### src/eofs_params.svh
// Purpose: constants of the emergency override fault supervisor
// Assumes: 40 MHz sys_clk, 32-bit APB
// Notes: offsets are byte addresses
`ifndef EOFS_PARAMS_SVH
`define EOFS_PARAMS_SVH
// ****************************************
// Register offsets
// ****************************************
`define EOFS_OFF_CTRL 12'h000
`define EOFS_OFF_FREQ 12'h004
`define EOFS_OFF_DELAY 12'h008
`define EOFS_OFF_LIMIT 12'h00C
`define EOFS_OFF_COUNT 12'h010
`define EOFS_OFF_STATUS 12'h014
`define EOFS_OFF_IRQ_STAT 12'h018
`define EOFS_OFF_IRQ_MASK 12'h01C
`define EOFS_OFF_FUNC0 12'h020
// ****************************************
// Field positions and codes
// ****************************************
`define EOFS_CTRL_DIR_BIT 2
`define EOFS_SEL_OFF 2'h0
`define EOFS_SEL_TEST 2'h1
`define EOFS_SEL_ON 2'h2
`define EOFS_FC_OVERRIDE 8'h33
`define EOFS_FREQ_MAX 7'h3C
`define EOFS_EV_ENTER 0
`define EOFS_EV_IGNORE 1
`define EOFS_EV_RETRY 2
`define EOFS_EV_STOP 3
// ****************************************
// Reset values
// ****************************************
`define EOFS_RST_DELAY 16'h0001
`define EOFS_RST_LIMIT 8'h00
// ****************************************
// Timing
// ****************************************
`define EOFS_CLK_NS 25
`define EOFS_DELAY_UNIT_NS 1000000
`define EOFS_MS_CYCLES (`EOFS_DELAY_UNIT_NS / `EOFS_CLK_NS)
`endif

### src/eofs_pkg.sv
// Purpose: types of the emergency override fault supervisor
// Assumes: included constants header
// Notes: fault classes travel together as one struct
`default_nettype none
package eofs_pkg;
  // Supervisor states
  typedef enum logic [1:0] {
    ST_RUN = 2'b00,
    ST_WAIT = 2'b01,
    ST_TRIP = 2'b10
  } eofs_state_t;
  // Fault detector inputs, sorted by override class
  typedef struct packed {
    logic [1:0] stop;   // Hardware diagnostic, arm short
    logic [2:0] retry;  // Overvoltage, overcurrent_level_one, ground
    logic [11:0] minor; // safety_stop_input_fault and other minor faults
  } eofs_fault_t;
  // Drive commands
  typedef struct packed {
    logic run;
    logic dir;
    logic ovr_active;
    logic [6:0] freq;
  } eofs_drive_t;
endpackage : eofs_pkg
`default_nettype wire

### src/eofs_supervisor.sv
// Purpose: emergency override supervisor with fault sorting and APB registers
// Assumes: fault inputs and requests come from sys_clk logic; terminals are pins
// Notes: ramps use accel_time and decel_time outside this block
// What this block does
// - Override needs selection 2 (or test selection 1) plus function-51 input
// - Count each real override run by one
// - Test option: run, no retries, no count
// - Override frequency beats jog, multistep, keypad
// - Override direction parameter sets rotation
// - Normal ramps; stop when input drops
// - Log ignored faults; hide trip_out, tripped still shows
// - Ignore minor faults during override
// - Retry overvoltage, overcurrent, ground until clear
// - No retry limit; retry delay still applies
// - Diagnostic or arm short stops the drive
//
// The APB slave port and the register offsets are this design's own decisions.
`include "eofs_params.svh"
`default_nettype none
module eofs_supervisor #(
  parameter int MS_CYCLES = `EOFS_MS_CYCLES
) (
  // Clock and reset
  input wire logic sys_clk,
  input wire logic sys_rst,
  // APB slave
  input wire logic psel,
  input wire logic penable,
  input wire logic pwrite,
  input wire logic [11:0] paddr,
  input wire logic [31:0] pwdata,
  output logic [31:0] prdata,
  output logic pready,
  output logic pslverr,
  // Terminals and fault detectors
  input wire logic [6:0] multi_function_input,
  input wire eofs_pkg::eofs_fault_t faults,
  input wire logic fault_reset_req,
  // Normal drive request
  input wire logic norm_run,
  input wire logic norm_dir,
  input wire logic [6:0] norm_freq,
  // Drive side
  output eofs_pkg::eofs_drive_t drive,
  output logic fault_reset,
  output logic trip_out,
  output logic tripped,
  output logic log_valid,
  output eofs_pkg::eofs_fault_t log_faults,
  output logic irq
);
  // ****************************************
  // Storage
  // ****************************************
  logic [1:0] sel, next_sel;
  logic dir, next_dir;
  logic [6:0] ovr_freq, next_ovr_freq;
  logic [15:0] delay, next_delay;
  logic [7:0] limit, next_limit;
  logic [3:0] irq_stat, next_irq_stat;
  logic [3:0] irq_mask, next_irq_mask;
  logic [7:0] func [7];
  logic [7:0] next_func [7];
  logic [31:0] next_prdata;
  logic next_pready, next_pslverr;
  logic [6:0] term_s1, term_s2;
  eofs_pkg::eofs_state_t state, next_state;
  logic [15:0] run_count, next_run_count;
  logic [7:0] retries, next_retries;
  logic [15:0] ms_left, next_ms_left;
  logic [31:0] tick, next_tick;
  logic ovr_req_q, next_ovr_req_q;
  eofs_pkg::eofs_fault_t faults_q;
  eofs_pkg::eofs_drive_t next_drive;
  logic next_fault_reset, next_trip_out, next_tripped, next_log_valid;
  logic [3:0] ev;
  logic ovr_req, ovr_on, ovr_test, new_fault, any_retry, any_stop, any_minor;
  // Clamp written frequency to the 0..60 range
  function automatic logic [6:0] eofs_clamp(input logic [6:0] f);
    eofs_clamp = (f > `EOFS_FREQ_MAX) ? `EOFS_FREQ_MAX : f;
  endfunction : eofs_clamp
  // Terminal function code window, one aligned word per terminal
  function automatic logic eofs_func_hit(input logic [11:0] a);
    eofs_func_hit = a >= `EOFS_OFF_FUNC0 && a < `EOFS_OFF_FUNC0 + 12'h01C && a[1:0] == 2'h0;
  endfunction : eofs_func_hit
  // ****************************************
  // Terminal synchroniser
  // ****************************************
  // Terminals are pins, so two flops before any decode
  always_ff @(posedge sys_clk) begin
    if (sys_rst) begin
      term_s1 <= 7'h00;
      term_s2 <= 7'h00;
    end else begin
      term_s1 <= multi_function_input;
      term_s2 <= term_s1;
    end
  end
  // ****************************************
  // Override request decode
  // ****************************************
  // Any terminal assigned the override function and asserted
  always_comb begin
    ovr_req = 1'b0;
    for (int i = 0; i < 7; i++) begin
      if (func[i] == `EOFS_FC_OVERRIDE && term_s2[i]) begin
        ovr_req = 1'b1;
      end
    end
    ovr_on = ovr_req && (sel == `EOFS_SEL_ON || sel == `EOFS_SEL_TEST);
    ovr_test = ovr_req && sel == `EOFS_SEL_TEST;
    any_minor = |faults.minor;
    any_retry = |faults.retry;
    any_stop = |faults.stop;
    new_fault = |(faults & ~faults_q);
  end
  // ****************************************
  // Supervisor next state
  // ****************************************
  always_comb begin
    next_state = state;
    next_run_count = run_count;
    next_retries = retries;
    next_ms_left = ms_left;
    next_tick = tick;
    next_ovr_req_q = ovr_on;
    next_fault_reset = 1'b0;
    next_log_valid = new_fault;
    next_trip_out = 1'b0;
    next_tripped = 1'b0;
    ev = 4'h0;
    // Count only real runs, on entry
    if (ovr_on && !ovr_req_q) begin
      ev[`EOFS_EV_ENTER] = 1'b1;
      if (!ovr_test && run_count != 16'hFFFF) begin
        next_run_count = run_count + 16'h0001;
      end
    end
    // Leaving override restores the normal attempt budget
    if (!ovr_on && ovr_req_q) begin
      next_retries = 8'h00;
    end
    if (ovr_on && new_fault && any_minor && !any_retry && !any_stop) begin
      ev[`EOFS_EV_IGNORE] = 1'b1;
    end
    unique case (state)
      eofs_pkg::ST_RUN: begin
        if (ovr_on) begin
          if (any_stop) begin
            next_state = eofs_pkg::ST_TRIP;
            ev[`EOFS_EV_STOP] = 1'b1;
          end else if (any_retry) begin
            // Test option never restarts by itself
            next_state = ovr_test ? eofs_pkg::ST_TRIP : eofs_pkg::ST_WAIT;
            ev[`EOFS_EV_RETRY] = !ovr_test;
            next_ms_left = delay;
            next_tick = 32'h0;
          end
        end else if (any_stop || any_retry || any_minor) begin
          // Normal handling: retry while the budget lasts
          if (retries < limit) begin
            next_state = eofs_pkg::ST_WAIT;
            next_ms_left = delay;
            next_tick = 32'h0;
          end else begin
            next_state = eofs_pkg::ST_TRIP;
          end
        end
      end
      eofs_pkg::ST_WAIT: begin
        if (ovr_on && any_stop) begin
          next_state = eofs_pkg::ST_TRIP;
          ev[`EOFS_EV_STOP] = 1'b1;
        end else if (ms_left != 16'h0) begin
          if (tick == MS_CYCLES - 1) begin
            next_tick = 32'h0;
            next_ms_left = ms_left - 16'h0001;
          end else begin
            next_tick = tick + 32'h1;
          end
        end else if (ovr_on ? any_retry : (any_stop || any_retry || any_minor)) begin
          // Condition still present: wait another delay
          next_ms_left = delay;
          if (!ovr_on) begin
            next_retries = retries + 8'h01;
            if (retries + 8'h01 >= limit) begin
              next_state = eofs_pkg::ST_TRIP;
            end
          end
        end else begin
          next_fault_reset = 1'b1;
          next_state = eofs_pkg::ST_RUN;
          if (!ovr_on) begin
            next_retries = retries + 8'h01;
          end
        end
      end
      eofs_pkg::ST_TRIP: begin
        // Software or keypad reset clears a latched trip
        if (fault_reset_req) begin
          next_fault_reset = 1'b1;
          next_state = eofs_pkg::ST_RUN;
          next_retries = 8'h00;
        end
      end
      default: next_state = eofs_pkg::ST_RUN;
    endcase
    // Trip relay stays quiet while override runs
    next_tripped = (next_state == eofs_pkg::ST_TRIP);
    next_trip_out = next_tripped && !ovr_on;
  end
  // Drive command mux: override source wins
  always_comb begin
    next_drive.ovr_active = ovr_on;
    next_drive.freq = ovr_on ? ovr_freq : norm_freq;
    next_drive.dir = ovr_on ? dir : norm_dir;
    // Held off the cycle override ends; waiting or tripped ramps down on decel_time
    next_drive.run = (ovr_on || (norm_run && !ovr_req_q)) && next_state == eofs_pkg::ST_RUN;
  end
  always_ff @(posedge sys_clk) begin
    if (sys_rst) begin
      state <= eofs_pkg::ST_RUN;
      run_count <= 16'h0000;
      retries <= 8'h00;
      ms_left <= 16'h0000;
      tick <= 32'h0;
      ovr_req_q <= 1'b0;
      faults_q <= '0;
      drive <= '0;
      fault_reset <= 1'b0;
      trip_out <= 1'b0;
      tripped <= 1'b0;
      log_valid <= 1'b0;
      log_faults <= '0;
    end else begin
      state <= next_state;
      run_count <= next_run_count;
      retries <= next_retries;
      ms_left <= next_ms_left;
      tick <= next_tick;
      ovr_req_q <= next_ovr_req_q;
      faults_q <= faults;
      drive <= next_drive;
      fault_reset <= next_fault_reset;
      trip_out <= next_trip_out;
      tripped <= next_tripped;
      log_valid <= next_log_valid;
      log_faults <= faults;
    end
  end
  // ****************************************
  // APB register file
  // ****************************************
  always_comb begin
    logic wr;
    wr = psel && penable && pwrite;
    next_sel = sel;
    next_dir = dir;
    next_ovr_freq = ovr_freq;
    next_delay = delay;
    next_limit = limit;
    next_irq_mask = irq_mask;
    next_irq_stat = irq_stat;
    next_func = func;
    next_prdata = 32'h0;
    next_pslverr = 1'b0;
    // Answer in the cycle after setup, so pready is registered
    next_pready = psel && !penable;
    if (wr) begin
      unique case (paddr)
        `EOFS_OFF_CTRL: begin
          next_sel = (pwdata[1:0] == 2'h3) ? sel : pwdata[1:0];
          next_dir = pwdata[`EOFS_CTRL_DIR_BIT];
        end
        `EOFS_OFF_FREQ: next_ovr_freq = eofs_clamp(pwdata[6:0]);
        `EOFS_OFF_DELAY: next_delay = pwdata[15:0];
        `EOFS_OFF_LIMIT: next_limit = pwdata[7:0];
        `EOFS_OFF_IRQ_STAT: next_irq_stat = irq_stat & ~pwdata[3:0];
        `EOFS_OFF_IRQ_MASK: next_irq_mask = pwdata[3:0];
        default: begin
          if (eofs_func_hit(paddr)) begin
            next_func[paddr[4:2]] = pwdata[7:0];
          end
        end
      endcase
    end
    // Set wins over a same-cycle clear
    next_irq_stat = next_irq_stat | ev;
    if (psel && !penable) begin
      unique case (paddr)
        `EOFS_OFF_CTRL: next_prdata = {29'h0, dir, sel};
        `EOFS_OFF_FREQ: next_prdata = {25'h0, ovr_freq};
        `EOFS_OFF_DELAY: next_prdata = {16'h0, delay};
        `EOFS_OFF_LIMIT: next_prdata = {24'h0, limit};
        `EOFS_OFF_COUNT: next_prdata = {16'h0, run_count};
        `EOFS_OFF_STATUS: next_prdata = {24'h0, retries[3:0], ovr_test, ovr_on, state};
        `EOFS_OFF_IRQ_STAT: next_prdata = {28'h0, irq_stat};
        `EOFS_OFF_IRQ_MASK: next_prdata = {28'h0, irq_mask};
        default: begin
          if (eofs_func_hit(paddr)) begin
            next_prdata = {24'h0, func[paddr[4:2]]};
          end else begin
            next_pslverr = 1'b1;
          end
        end
      endcase
    end
  end
  always_ff @(posedge sys_clk) begin
    if (sys_rst) begin
      sel <= `EOFS_SEL_OFF;
      dir <= 1'b0;
      ovr_freq <= 7'h00;
      delay <= `EOFS_RST_DELAY;
      limit <= `EOFS_RST_LIMIT;
      irq_stat <= 4'h0;
      irq_mask <= 4'h0;
      for (int i = 0; i < 7; i++) begin
        func[i] <= 8'h00;
      end
      prdata <= 32'h0;
      pready <= 1'b0;
      pslverr <= 1'b0;
      irq <= 1'b0;
    end else begin
      sel <= next_sel;
      dir <= next_dir;
      ovr_freq <= next_ovr_freq;
      delay <= next_delay;
      limit <= next_limit;
      irq_stat <= next_irq_stat;
      irq_mask <= next_irq_mask;
      func <= next_func;
      prdata <= next_prdata;
      pready <= next_pready;
      pslverr <= next_pslverr;
      irq <= |(next_irq_stat & next_irq_mask);
    end
  end
endmodule : eofs_supervisor
`default_nettype wire

### config.mk
export PLATFORM = sky130hd
export DESIGN_NAME = eofs_supervisor
export DESIGN_NICKNAME = d
export VERILOG_FILES = /design/src/eofs_pkg.sv /design/src/eofs_supervisor.sv
export VERILOG_INCLUDE_DIRS = /design/src /design/src/src
export SDC_FILE = /design/constraint.sdc
export NUM_CORES = 1
export LEC_CHECK = 0
export CORE_MARGIN = 2
export CORE_UTILIZATION = 40
export CTS_CLUSTER_SIZE = 14
export DETAILED_ROUTE_END_ITERATION = 8
export DONT_BUFFER_PORTS = 1
export GPL_TIMING_DRIVEN = 0
export PLACE_DENSITY = 0.61
export SLEW_MARGIN = 40
export SYNTH_ARGS = -nofsm -noshare
export SYNTH_HDL_FRONTEND = slang
export SYNTH_SLANG_ARGS = --single-unit
### constraint.sdc
create_clock -name sys_clk -period 2.6 [get_ports sys_clk]
set_input_delay 0.13 -clock sys_clk [delete_from_list [all_inputs] [get_ports sys_clk]]
set_output_delay 0.13 -clock sys_clk [all_outputs]
set_load 0.005 [all_outputs]
==> Word level (Yosys, flattened, before mapping) <==
Index checks and enable logic that the tools add are counted.
{ "word_totals": {"regBits": 252, "input_bits": 83, "elab_cells": 222} }
{ "op_classes": {"n_addsub": 4, "muxes": 76, "reduce_logical": 59, "bitwise_logic": 10, "magnitude_cmp": 7, "eq_ne": 30} }
{ "ops": {"columns": ["operator", "n"], "rows": [
  ["$mux W32", 8],
  ["$mux W16", 9],
  ["$pmux W16 S8", 1],
  ["$mux W8", 9],
  ["$pmux W32 S2", 1],
  ["$bwmux W56", 1],
  ["$eq A8 B6 Y1 const B", 7],
  ["$eq A12 B5 Y1 const B", 4],
  ["$add A32 B1 Y32 const B", 1],
  ["$eq A32 B16 Y1 const B", 1],
  ["$pmux W16 S2", 1],
  ["$logic_and A1 B1 Y1", 26],
  ["$mux W2", 13],
  ["$bmux W8 S3", 1],
  ["$demux W8 S3", 1],
  ["$eq A12 B4 Y1 const B", 2],
  ["$mux W1", 21],
  ["$ne A3 B3 Y1 const B", 6],
  ["$and A17 B17 Y17", 1],
  ["$not A17 Y17", 1],
  ["$reduce_or A17 Y1", 1],
  ["$add A16 B1 Y16 const B", 1],
  ["$mux W4", 4],
  ["$ne A16 B16 Y1 const B", 1],
  ["38 further kinds", 64]
]} }

==> Logic depth before layout (Yosys ltp) <==
Gate-level depths: netlist (run 1).
{ "logic_depth": {"ltp_word": 18, "mapped_depth": 12, "ltp_nobuf": 12} }

==> Least setup slack after synthesis (run 1) <==
No wires, ideal clock.
{ "synth_timing": {"path_kind": "reg-to-reg", "startpoint": "register ms_left[0]", "endpoint": "register ms_left[14]", "setup_ps": 135, "path_slack_ps": -6, "t_required_ps": 2465, "n_path_buf": 1, "arrival_ps": 2471, "path_stages_with_launch": 12, "cell_sequence": "dfxtp_1 > inv_1 > ha_1 > nor4b_4 > nand4_2 > or4_4 > a2111oi_4 > o31ai_2 > o211a_2 > buf_6 > nor2_1 > a311oi_2"} }
{ "synth_between": {"elab_chain_cells": 5, "word_cells_on_any_way": 9} }
{ "synth_lines": {"columns": ["item", "line_no", "source"], "rows": [
  ["start, declared", "eofs_supervisor.sv:70", "logic [15:0] ms_left, next_ms_left;"],
  ["start signal, assigned", "eofs_supervisor.sv:239", "ms_left <= next_ms_left;"],
  ["$sub A16 B1 Y16", "eofs_supervisor.sv:177", "next_ms_left = ms_left - 16'h0001;"],
  ["$mux W16", "eofs_supervisor.sv:175", "if (tick == MS_CYCLES - 1) begin"],
  ["$mux W16", "eofs_supervisor.sv:174", "end else if (ms_left != 16'h0) begin"],
  ["$mux W16", "eofs_supervisor.sv:171", "if (ovr_on && any_stop) begin"],
  ["$pmux W16 S2", "eofs_supervisor.sv:146", "unique case (state)"]
]} }
Several ways; a longest one is shown, not always the timed one. The select of a mux whose other input is x is not followed.
A chain may end at the register's enable or synchronous reset.

==> Worst setup path after layout (run 1) <==
{ "layout_timing": {"startpoint": "register func[5] (netlist bit)", "endpoint": "register tick[7]"} }
{ "layout_between": {"elab_chain_cells": 7, "word_cells_on_any_way": 13} }
{ "layout_lines": {"columns": ["item", "line_no", "source"], "rows": [
  ["start, declared", "eofs_supervisor.sv:62", "logic [7:0] func [7];"],
  ["start signal, assigned", "eofs_supervisor.sv:333", "func <= next_func;"],
  ["$eq A8 B6 Y1 (no line) (*)", null, null],
  ["$logic_and A1 B1 Y1 (*)", "eofs_supervisor.sv:106", "if (func[i] == `EOFS_FC_OVERRIDE && term_s2[i]) begin"],
  ["$mux W1 (*)", "eofs_supervisor.sv:106", null],
  ["$logic_and A1 B1 Y1 (*)", "eofs_supervisor.sv:110", "ovr_on = ovr_req && (sel == `EOFS_SEL_ON || sel == `EOFS_SEL_TEST);"],
  ["$logic_and A1 B1 Y1", "eofs_supervisor.sv:171", null],
  ["$ne A2 B2 Y1 (no line)", null, null],
  ["$reduce_and A7 Y1 (no line)", null, null],
  ["end signal, assigned", "eofs_supervisor.sv:240", "tick <= next_tick;"],
  ["end, declared", "eofs_supervisor.sv:71", "logic [31:0] tick, next_tick;"]
]} }
Mark *: on every way between the ends. The rest lies on a longest branch, timed or not.

==> metrics.txt, run 1 <==
clock sinks=236; Worst Reg2Reg Path Length in Cells=11; kind of critical path=reg -> reg; fin area=around 0.015 mm²; RSZ-0062 raised after global routing=true; Final nets=~1700; WL met3=between 2 and 3 mm; Met2 Wirelength=about 18 mm; Clock Latency Late Sink=540 ps; synth warn=0; Initial Util=about 40%; Slew @ Worst Pin=around 880 ps; Final Max Tran Viols=0; Lkg Pwr=between 5 and 6 nW; Die X=roughly 170 µm; synthesized cell area=between 0.01 and 0.015 mm²; Cells after Synth=about 1400; Critical Path Sink=tick[7]; Fin. Hold Viols=0; critical-path maximum fanout=5; dpl hpwl=27.4 mm; Seq cells post-synth=between 200 and 250; Finished Core Util=51.2%; Worst Path Arrival=between 3000 and 4000 ps; placed cells=1818; flop2flop setup slack=-80 ps; endpoints failing setup=34; GRT Util Overall=25.2%; CTS Buf Count=27; Die Ht=173 µm; antenna violations before repair=0; worst setup margin=-77.7 ps; die footprint=roughly 0.03 mm²; Max Cap Violations=0; Worst R2R Start=func[5]; Setup WS pre-CTS=-450 ps; CTS Root Cell=clkbuf_16; fillers=~2700; worst-case vdd ir drop=about 0.00050 V; Mean Syn Cell Area=approximately 8.1 µm²; run status=finished with violations; skew final=about 13 ps; vias=between 10000 and 15000; Tmin final=approximately 2700 ps; first-pass GRT wire length=a little over 60 mm; Post-DRT Antenna Nets=0; failing checks=negative setup slack; Most used DFF post-synth=dfxtp_1; total gr overflow=0; Layout Cells excl Fill=1961; IO buf count=0; area delta synth->final=26.9%; Max-slew headroom=41.5%; nature of the critical path endpoint=register; Post-synth EDFFs=0; sequential-to-total area share from yosys stat=around 41%; final worst-path cycle share=103%; Distinct cells, synth=between 80 and 90; drt via density=5.75; CTS tree=yes; drt pass-1 iters=6; pin count of the biggest net entering global routing=14; Routed WL=approximately 40 mm; clk buf depth=3; Max Fclk=about 370 MHz; Pwr Density=591 mW/mm²; crit path from=func[5]; required time of the critical path=a little over 3000 ps; Reg clk slew, reported paths=70 ps; layout cells sized above 1=16.2%; CP startpoint kind=register; DRC errors left=0; H-tree depth=1; Std-Cell Rows=62; # IOs=approximately 150; DR WL/cell=between 20 and 25 µm; Max Used Layer=met4; ys async rst share=0%; hold crit path type=in -> reg; 1st-iter DRT viols=about 1000; Ant. Diodes=0; met1 wire length=16.5 mm; GPL Wtd Cong=1.00; r2r endpoint=tick[7]; dpl cell area=0.0120 mm²; Core ar.=roughly 0.028 mm²; number of global-route vias before repair=10800
## flip-flops by register name, summed over array words and instances, names as in the netlist, 2 cells and up
| name | cells |
|---|---|
| term_s1 | 7 |
| state | 2 |
| sel | 2 |
| delay | 16 |
| func | 56 |
| irq_stat | 4 |
| irq_mask | 4 |
| ms_left | 16 |
| tick | 32 |
| faults_q | 17 |
| ovr_freq | 7 |
| prdata | 16 |
| run_count | 16 |
| term_s2 | 7 |
| limit | 8 |
| drive | 9 |
| retries | 8 |
## worst min-delay path by stage
stage | startpoint | end | cells past startpoint
after floorplan | faults[0] | faults_q[0] | 1
after global placement | faults[7] | faults_q[7] | 1
after detailed placement | multi_function_input[5] | term_s1[5] | 1
after CTS | paddr[0] | pslverr | 3
after global routing | paddr[0] | pslverr | 3
final | paddr[0] | pslverr | 3
## cell families (layout without fill, tap and decap cells)
logic type               count (synthesis)  in the layout  synth area share (%)
buffers and inverters                  140            282                  5.39
flip-flops                             236            236                  41.1
multiplexers                            36             36                  4.36
XOR/XNOR                                19             19                  1.45
adder cells (fa/ha/maj)                 25             25                  2.72
AND/OR/NAND/NOR                        639            639                  27.1
other                                    1             16                0.0326
AO/OA/AOI/OAI                          323            324                  17.9
## per-layer routing
layer  vias up  global-route usage [%]
li1       5326                       -
met1      5356                    32.2
met2       485                    42.3
met3       112                    3.88
met4         0                    10.9
met5         -                   0.641
## report_power, final
part | total (mW) | internal [mW] | switching (mW) | leakage (nW)
Combinational | 0.640 | 0.253 | 0.387 | 2.66
Sequential | 3.69 | 3.66 | 0.0312 | 1.92
Clock | 4.29 | 2.71 | 1.58 | 0.489
## critical path, cell delays in order (launching register included)
cell	delay, ps
dfxtp_2	340
nor4bb_4	280
nand4b_1	200
and4bb_4	300
a21o_4	260
mux2i_4	190
buf_6	170
o211ai_4	300
buf_6	160
buf_6	120
a21oi_1	50
o32ai_1	220
## repair_timing
item	CTS	global route
setup endpoints to repair	86	79
gates resized for setup	101	86
setup buffers	31	6
hold buffers	52	0
gates cloned	6	3
pin swaps	28	38
hold endpoints to repair	61	0
## through the flow
stage	total power, mW	hold slack, ps	setup TNS, ps
after detailed placement	4.21	264	-26970
after CTS	8.62	1.66	-765
final	8.61	8.69	-1010
after global routing	8.86	32.1	-6080
after floorplan	4.06	258	0
after global placement	4.20	260	-26180
## synthesized netlist by cell type (6+ instances only)
| master | count | area share [%] |
|---|---|---|
| a21oi_1 | 151 | 6.6 |
| a221oi_1 | 6 | 0.46 |
| a22oi_1 | 22 | 1.4 |
| a31oi_1 | 12 | 0.65 |
| a32o_1 | 12 | 1.0 |
| and2_1 | 7 | 0.38 |
| and3_1 | 24 | 1.3 |
| buf_1 | 8 | 0.26 |
| buf_2 | 12 | 0.52 |
| buf_4 | 19 | 1.2 |
| clkbuf_1 | 57 | 1.9 |
| dfxtp_1 | 236 | 41 |
| ha_1 | 25 | 2.7 |
| inv_1 | 42 | 1.4 |
| mux2i_1 | 23 | 2.0 |
| mux4_2 | 10 | 2.0 |
| nand2_1 | 260 | 8.5 |
| nand2b_1 | 9 | 0.49 |
| nand3_1 | 45 | 2.0 |
| nand4_1 | 26 | 1.4 |
| nand4b_1 | 11 | 0.84 |
| nor2_1 | 119 | 3.9 |
| nor2b_1 | 29 | 1.6 |
| nor3_1 | 34 | 1.5 |
| nor3b_1 | 6 | 0.39 |
| nor4_1 | 21 | 1.1 |
| o211ai_1 | 9 | 0.59 |
| o21ai_0 | 37 | 1.6 |
| o21ai_1 | 6 | 0.26 |
| o22ai_1 | 17 | 0.93 |
| o32ai_1 | 11 | 0.84 |
| or3_1 | 11 | 0.60 |
| or4_1 | 10 | 0.65 |
| xor2_1 | 15 | 1.1 |
## layout by cell type, fill, tap and decap left out, drive strengths merged, types with 27 or more instances in the layout
cell type,n
nor2b,29
clkbuf,95
dlygate4sd3,52
nor3,35
inv,43
nor2,121
o21ai,43
dfxtp,236
buf,81
nand3,45
nand2,260
nand4,27
a21oi,151
## cell type report
class / instances / area [µm²] / area share [%]
multi-input cells: 1059 / 6730 / 46.2
clock inverters: 11 / 214 / 1.47
clock buffers: 36 / 790 / 5.41
well taps: 384 / 480 / 3.29
inverters: 43 / 161 / 1.11
flip-flops and latches: 236 / 4760 / 32.6
repair buffers: 96 / 923 / 6.33
plain buffers: 96 / 527 / 3.61
(Power assumes the default switching activity.)
==> inputs of run 2 (changes only) <==
--- a/config.mk
+++ b/config.mk
@@ -6,8 +6,10 @@
 export SDC_FILE = /design/constraint.sdc
 export NUM_CORES = 1
 export LEC_CHECK = 0
+export CORE_ASPECT_RATIO = 1.2
 export CORE_MARGIN = 2
 export CORE_UTILIZATION = 40
+export CTS_BUF_LIST = sky130_fd_sc_hd__clkbuf_8
 export CTS_CLUSTER_SIZE = 14
 export DETAILED_ROUTE_END_ITERATION = 8
 export DONT_BUFFER_PORTS = 1
==> run 2 against run 1 <==
Compared with the run above: the run still ends with negative setup slack left; clock power is 9.6% lower; first-iteration DRC count is 4.5% lower; core utilization is 1.1 points higher; maximum frequency is 1.4% lower; setup slack worse by 39 ps; clock skew is 9.9 ps higher; sequential power hardly changed; final cell count is 1.3% higher; via count is 2.2% higher; non-clock buffer count is 3 higher; total power is 5.0% lower; critical path type unchanged; highest routed layer is now met5.
==> metrics.txt, run 2 (synthesis results as in run 1) <==
DR WL/cell=20.7 µm (+2.6%); grt met3 use=4.80% (+0.91 points); Routed WL=41.1 mm (+3.9%); clock sinks=236 (unchanged); number of global-route vias before repair=11200 (+3.5%); fillers=2623 (-1.6%); Reg clk slew, reported paths=60 ps (about the same); Clock Latency Late Sink=560 ps (+20 ps); clk buf depth=3 (unchanged); dpl hpwl=27.8 mm (+1.3%); Max Cap Violations=0 (unchanged); antenna violations before repair=1 (+1); most flop-heavy register=func; Max Fclk=368 MHz (-1.4%); pin count of the biggest net entering global routing=11 (-3); Die X=159 µm (-8.5%); layout cells sized above 1=19.4% (+3.2 points); Clock power frac=47.4% (-2.4 points); fin area=0.0147 mm² (+0.82%); final worst-path cycle share=105% (+1.5 points); global routing's busiest layer=met2; Switching Fraction=24.7% (+1.5 points); DRC errors left=0 (unchanged); Logic pwr share=7.7% (+0.3 points); P_sw=2.02 mW (+1.3%); Total Power=8.19 mW (-5.0%); Final nets=1684 (+1.0%); hold crit path type=in -> reg; commonest non-fill, non-tap cells in the layout=nand2_1 (255), dfxtp_1 (203), a21oi_1 (134); RSZ-0062 raised after global routing=true; skew final=23.3 ps (+9.91 ps); vias=11500 (+2.2%); GPL Wtd Cong=0.957 (-4.4%); CTS Root Cell=clkbuf_8; Pwr Density=557 mW/mm² (-5.7%); endpoints failing setup=29 (-15%); Worst Path Arrival=3150 ps (+30 ps); IO buf count=0 (unchanged); drt pass-1 iters=5 (-1); r2r endpoint=tick[8]; largest registers=func x56, tick x32, faults_q x17; flop2flop setup slack=-120 ps (-40 ps); Slew @ Worst Pin=942 ps (+64.2 ps); critical-path maximum fanout=6 (+1); post-route setup TNS=-1820 ps (-808 ps); internal power=6.17 mW (-6.8%); dpl cell area=0.0120 mm² (about the same); required time of the critical path=3030 ps (about the same); die footprint=0.0301 mm² (about the same); GRT Util Overall=26.1% (+0.88 points); 1st-iter DRT viols=973 (-4.5%); Lkg Pwr=5.21 nW (+2.8%); Std-Cell Rows=67 (+8.1%); first-pass GRT wire length=62.4 mm (+3.1%); max reg flops=56 (unchanged); CTS Buf Count=41 (+52%); total gr overflow=0 (unchanged); CP startpoint kind=register; H-tree depth=2 (+1); Critical Path Sink=tick[8]; Worst R2R Start=func[39]; area delta synth->final=28.0%; leading cell type in the layout, fill and taps excluded=nand2_1; met1 Use GR=30.5% (-1.7 points); M2 GR Usage=45.6% (+3.3 points); Post-DRT Antenna Nets=0 (unchanged); crit path from=func[39]; Fin. Hold Viols=0 (unchanged); drt via density=5.80 (+0.84%); Tmin final=2720 ps (+39.3 ps); kind of critical path=reg -> reg; run status=finished with violations; Worst Reg2Reg Path Length in Cells=11 (unchanged); Layout Cells excl Fill=1987 (+1.3%); Max-slew headroom=37.2% (-4.3 points); Seq pwr share=44.9% (+2.1 points); CTS tree=yes; placed cells=1813 (-0.28%); Ant. Diodes=0 (unchanged); worst-case vdd ir drop=0.000365 V (-26%); Die Ht=190 µm (+9.3%); nature of the critical path endpoint=register; Initial Util=40.9% (+0.56 points); failing checks=negative setup slack; # IOs=149 (unchanged); Final Max Tran Viols=0 (unchanged); Core ar.=0.0281 mm² (-1.4%); worst setup margin=-117 ps (-39.3 ps)
-- run 2: worst max-delay path: stages, from the launching register on --
cell       delay (ps)
dfxtp_2           330
nand3b_1          190
nor4_4            300
and4bb_4          280
a21o_1            170
buf_6             130
mux2i_4           180
buf_6             170
o211ai_4          370
nor2_4            100
clkbuf_16         180
a32o_1            200
-- run 2: per-layer routing --
metal	vias up	share of wire, %
met3	140	7.4
li1	5376	-
met4	2	5.2
met5	-	0.032
met2	530	48
met1	5476	39
-- run 2: metrics by stage --
stage / util [%] / worst slack (ps) / hold slack [ps]
floorplan: - / 64.6 / 258
global placement: 42.8 / -488 / 259
detailed placement: 42.8 / -476 / 264
CTS: 49.8 / -43.5 / 4.67
global route: 52.4 / -151 / 45.1
finish: 52.4 / -117 / 33.9
-- run 2: timing repair --
item | CTS | global route
resized for setup | 83 | 153
endpoints found under the setup margin | 86 | 74
pin swaps | 27 | 54
hold buffers | 52 | 0
endpoints found under the hold margin | 61 | 0
cloned | 4 | 4
buffers inserted | 21 | 18
-- run 2: layout make-up --
cell class                      count  area, µm²  area share (%)
Clock inverter                     20        188            1.28
Tap cell                          379        474            3.22
Buffer                             97        541            3.68
Timing Repair Buffer               98        940            6.39
Inverter                           43        164            1.11
Clock buffer                       55        757            5.15
Sequential cell                   236       4800            32.6
Multi-Input combinational cell   1059       6840            46.5
-- run 2: worst min-delay path by stage --
stage | slack, ps | cells past startpoint | start | to
final | 30 | 2 | paddr[5] | prdata[7]
after global placement | 260 | 1 | faults[7] | faults_q[7]
after CTS | 5 | 2 | paddr[5] | prdata[0]
after floorplan | 260 | 1 | faults[0] | faults_q[0]
after detailed placement | 260 | 1 | multi_function_input[6] | term_s1[6]
after global routing | 50 | 2 | paddr[5] | prdata[0]
-- run 2: power groups by stage --
| stage | clock network, mW | logic [mW] | registers [mW] |
|---|---|---|---|
| after floorplan | 0 | 0.303 | 3.76 |
| after global placement | 0 | 0.440 | 3.77 |
| after detailed placement | 0 | 0.445 | 3.77 |
| after CTS | 3.93 | 0.560 | 3.69 |
| after global routing | 4.09 | 0.668 | 3.68 |
| final | 3.88 | 0.633 | 3.68 |
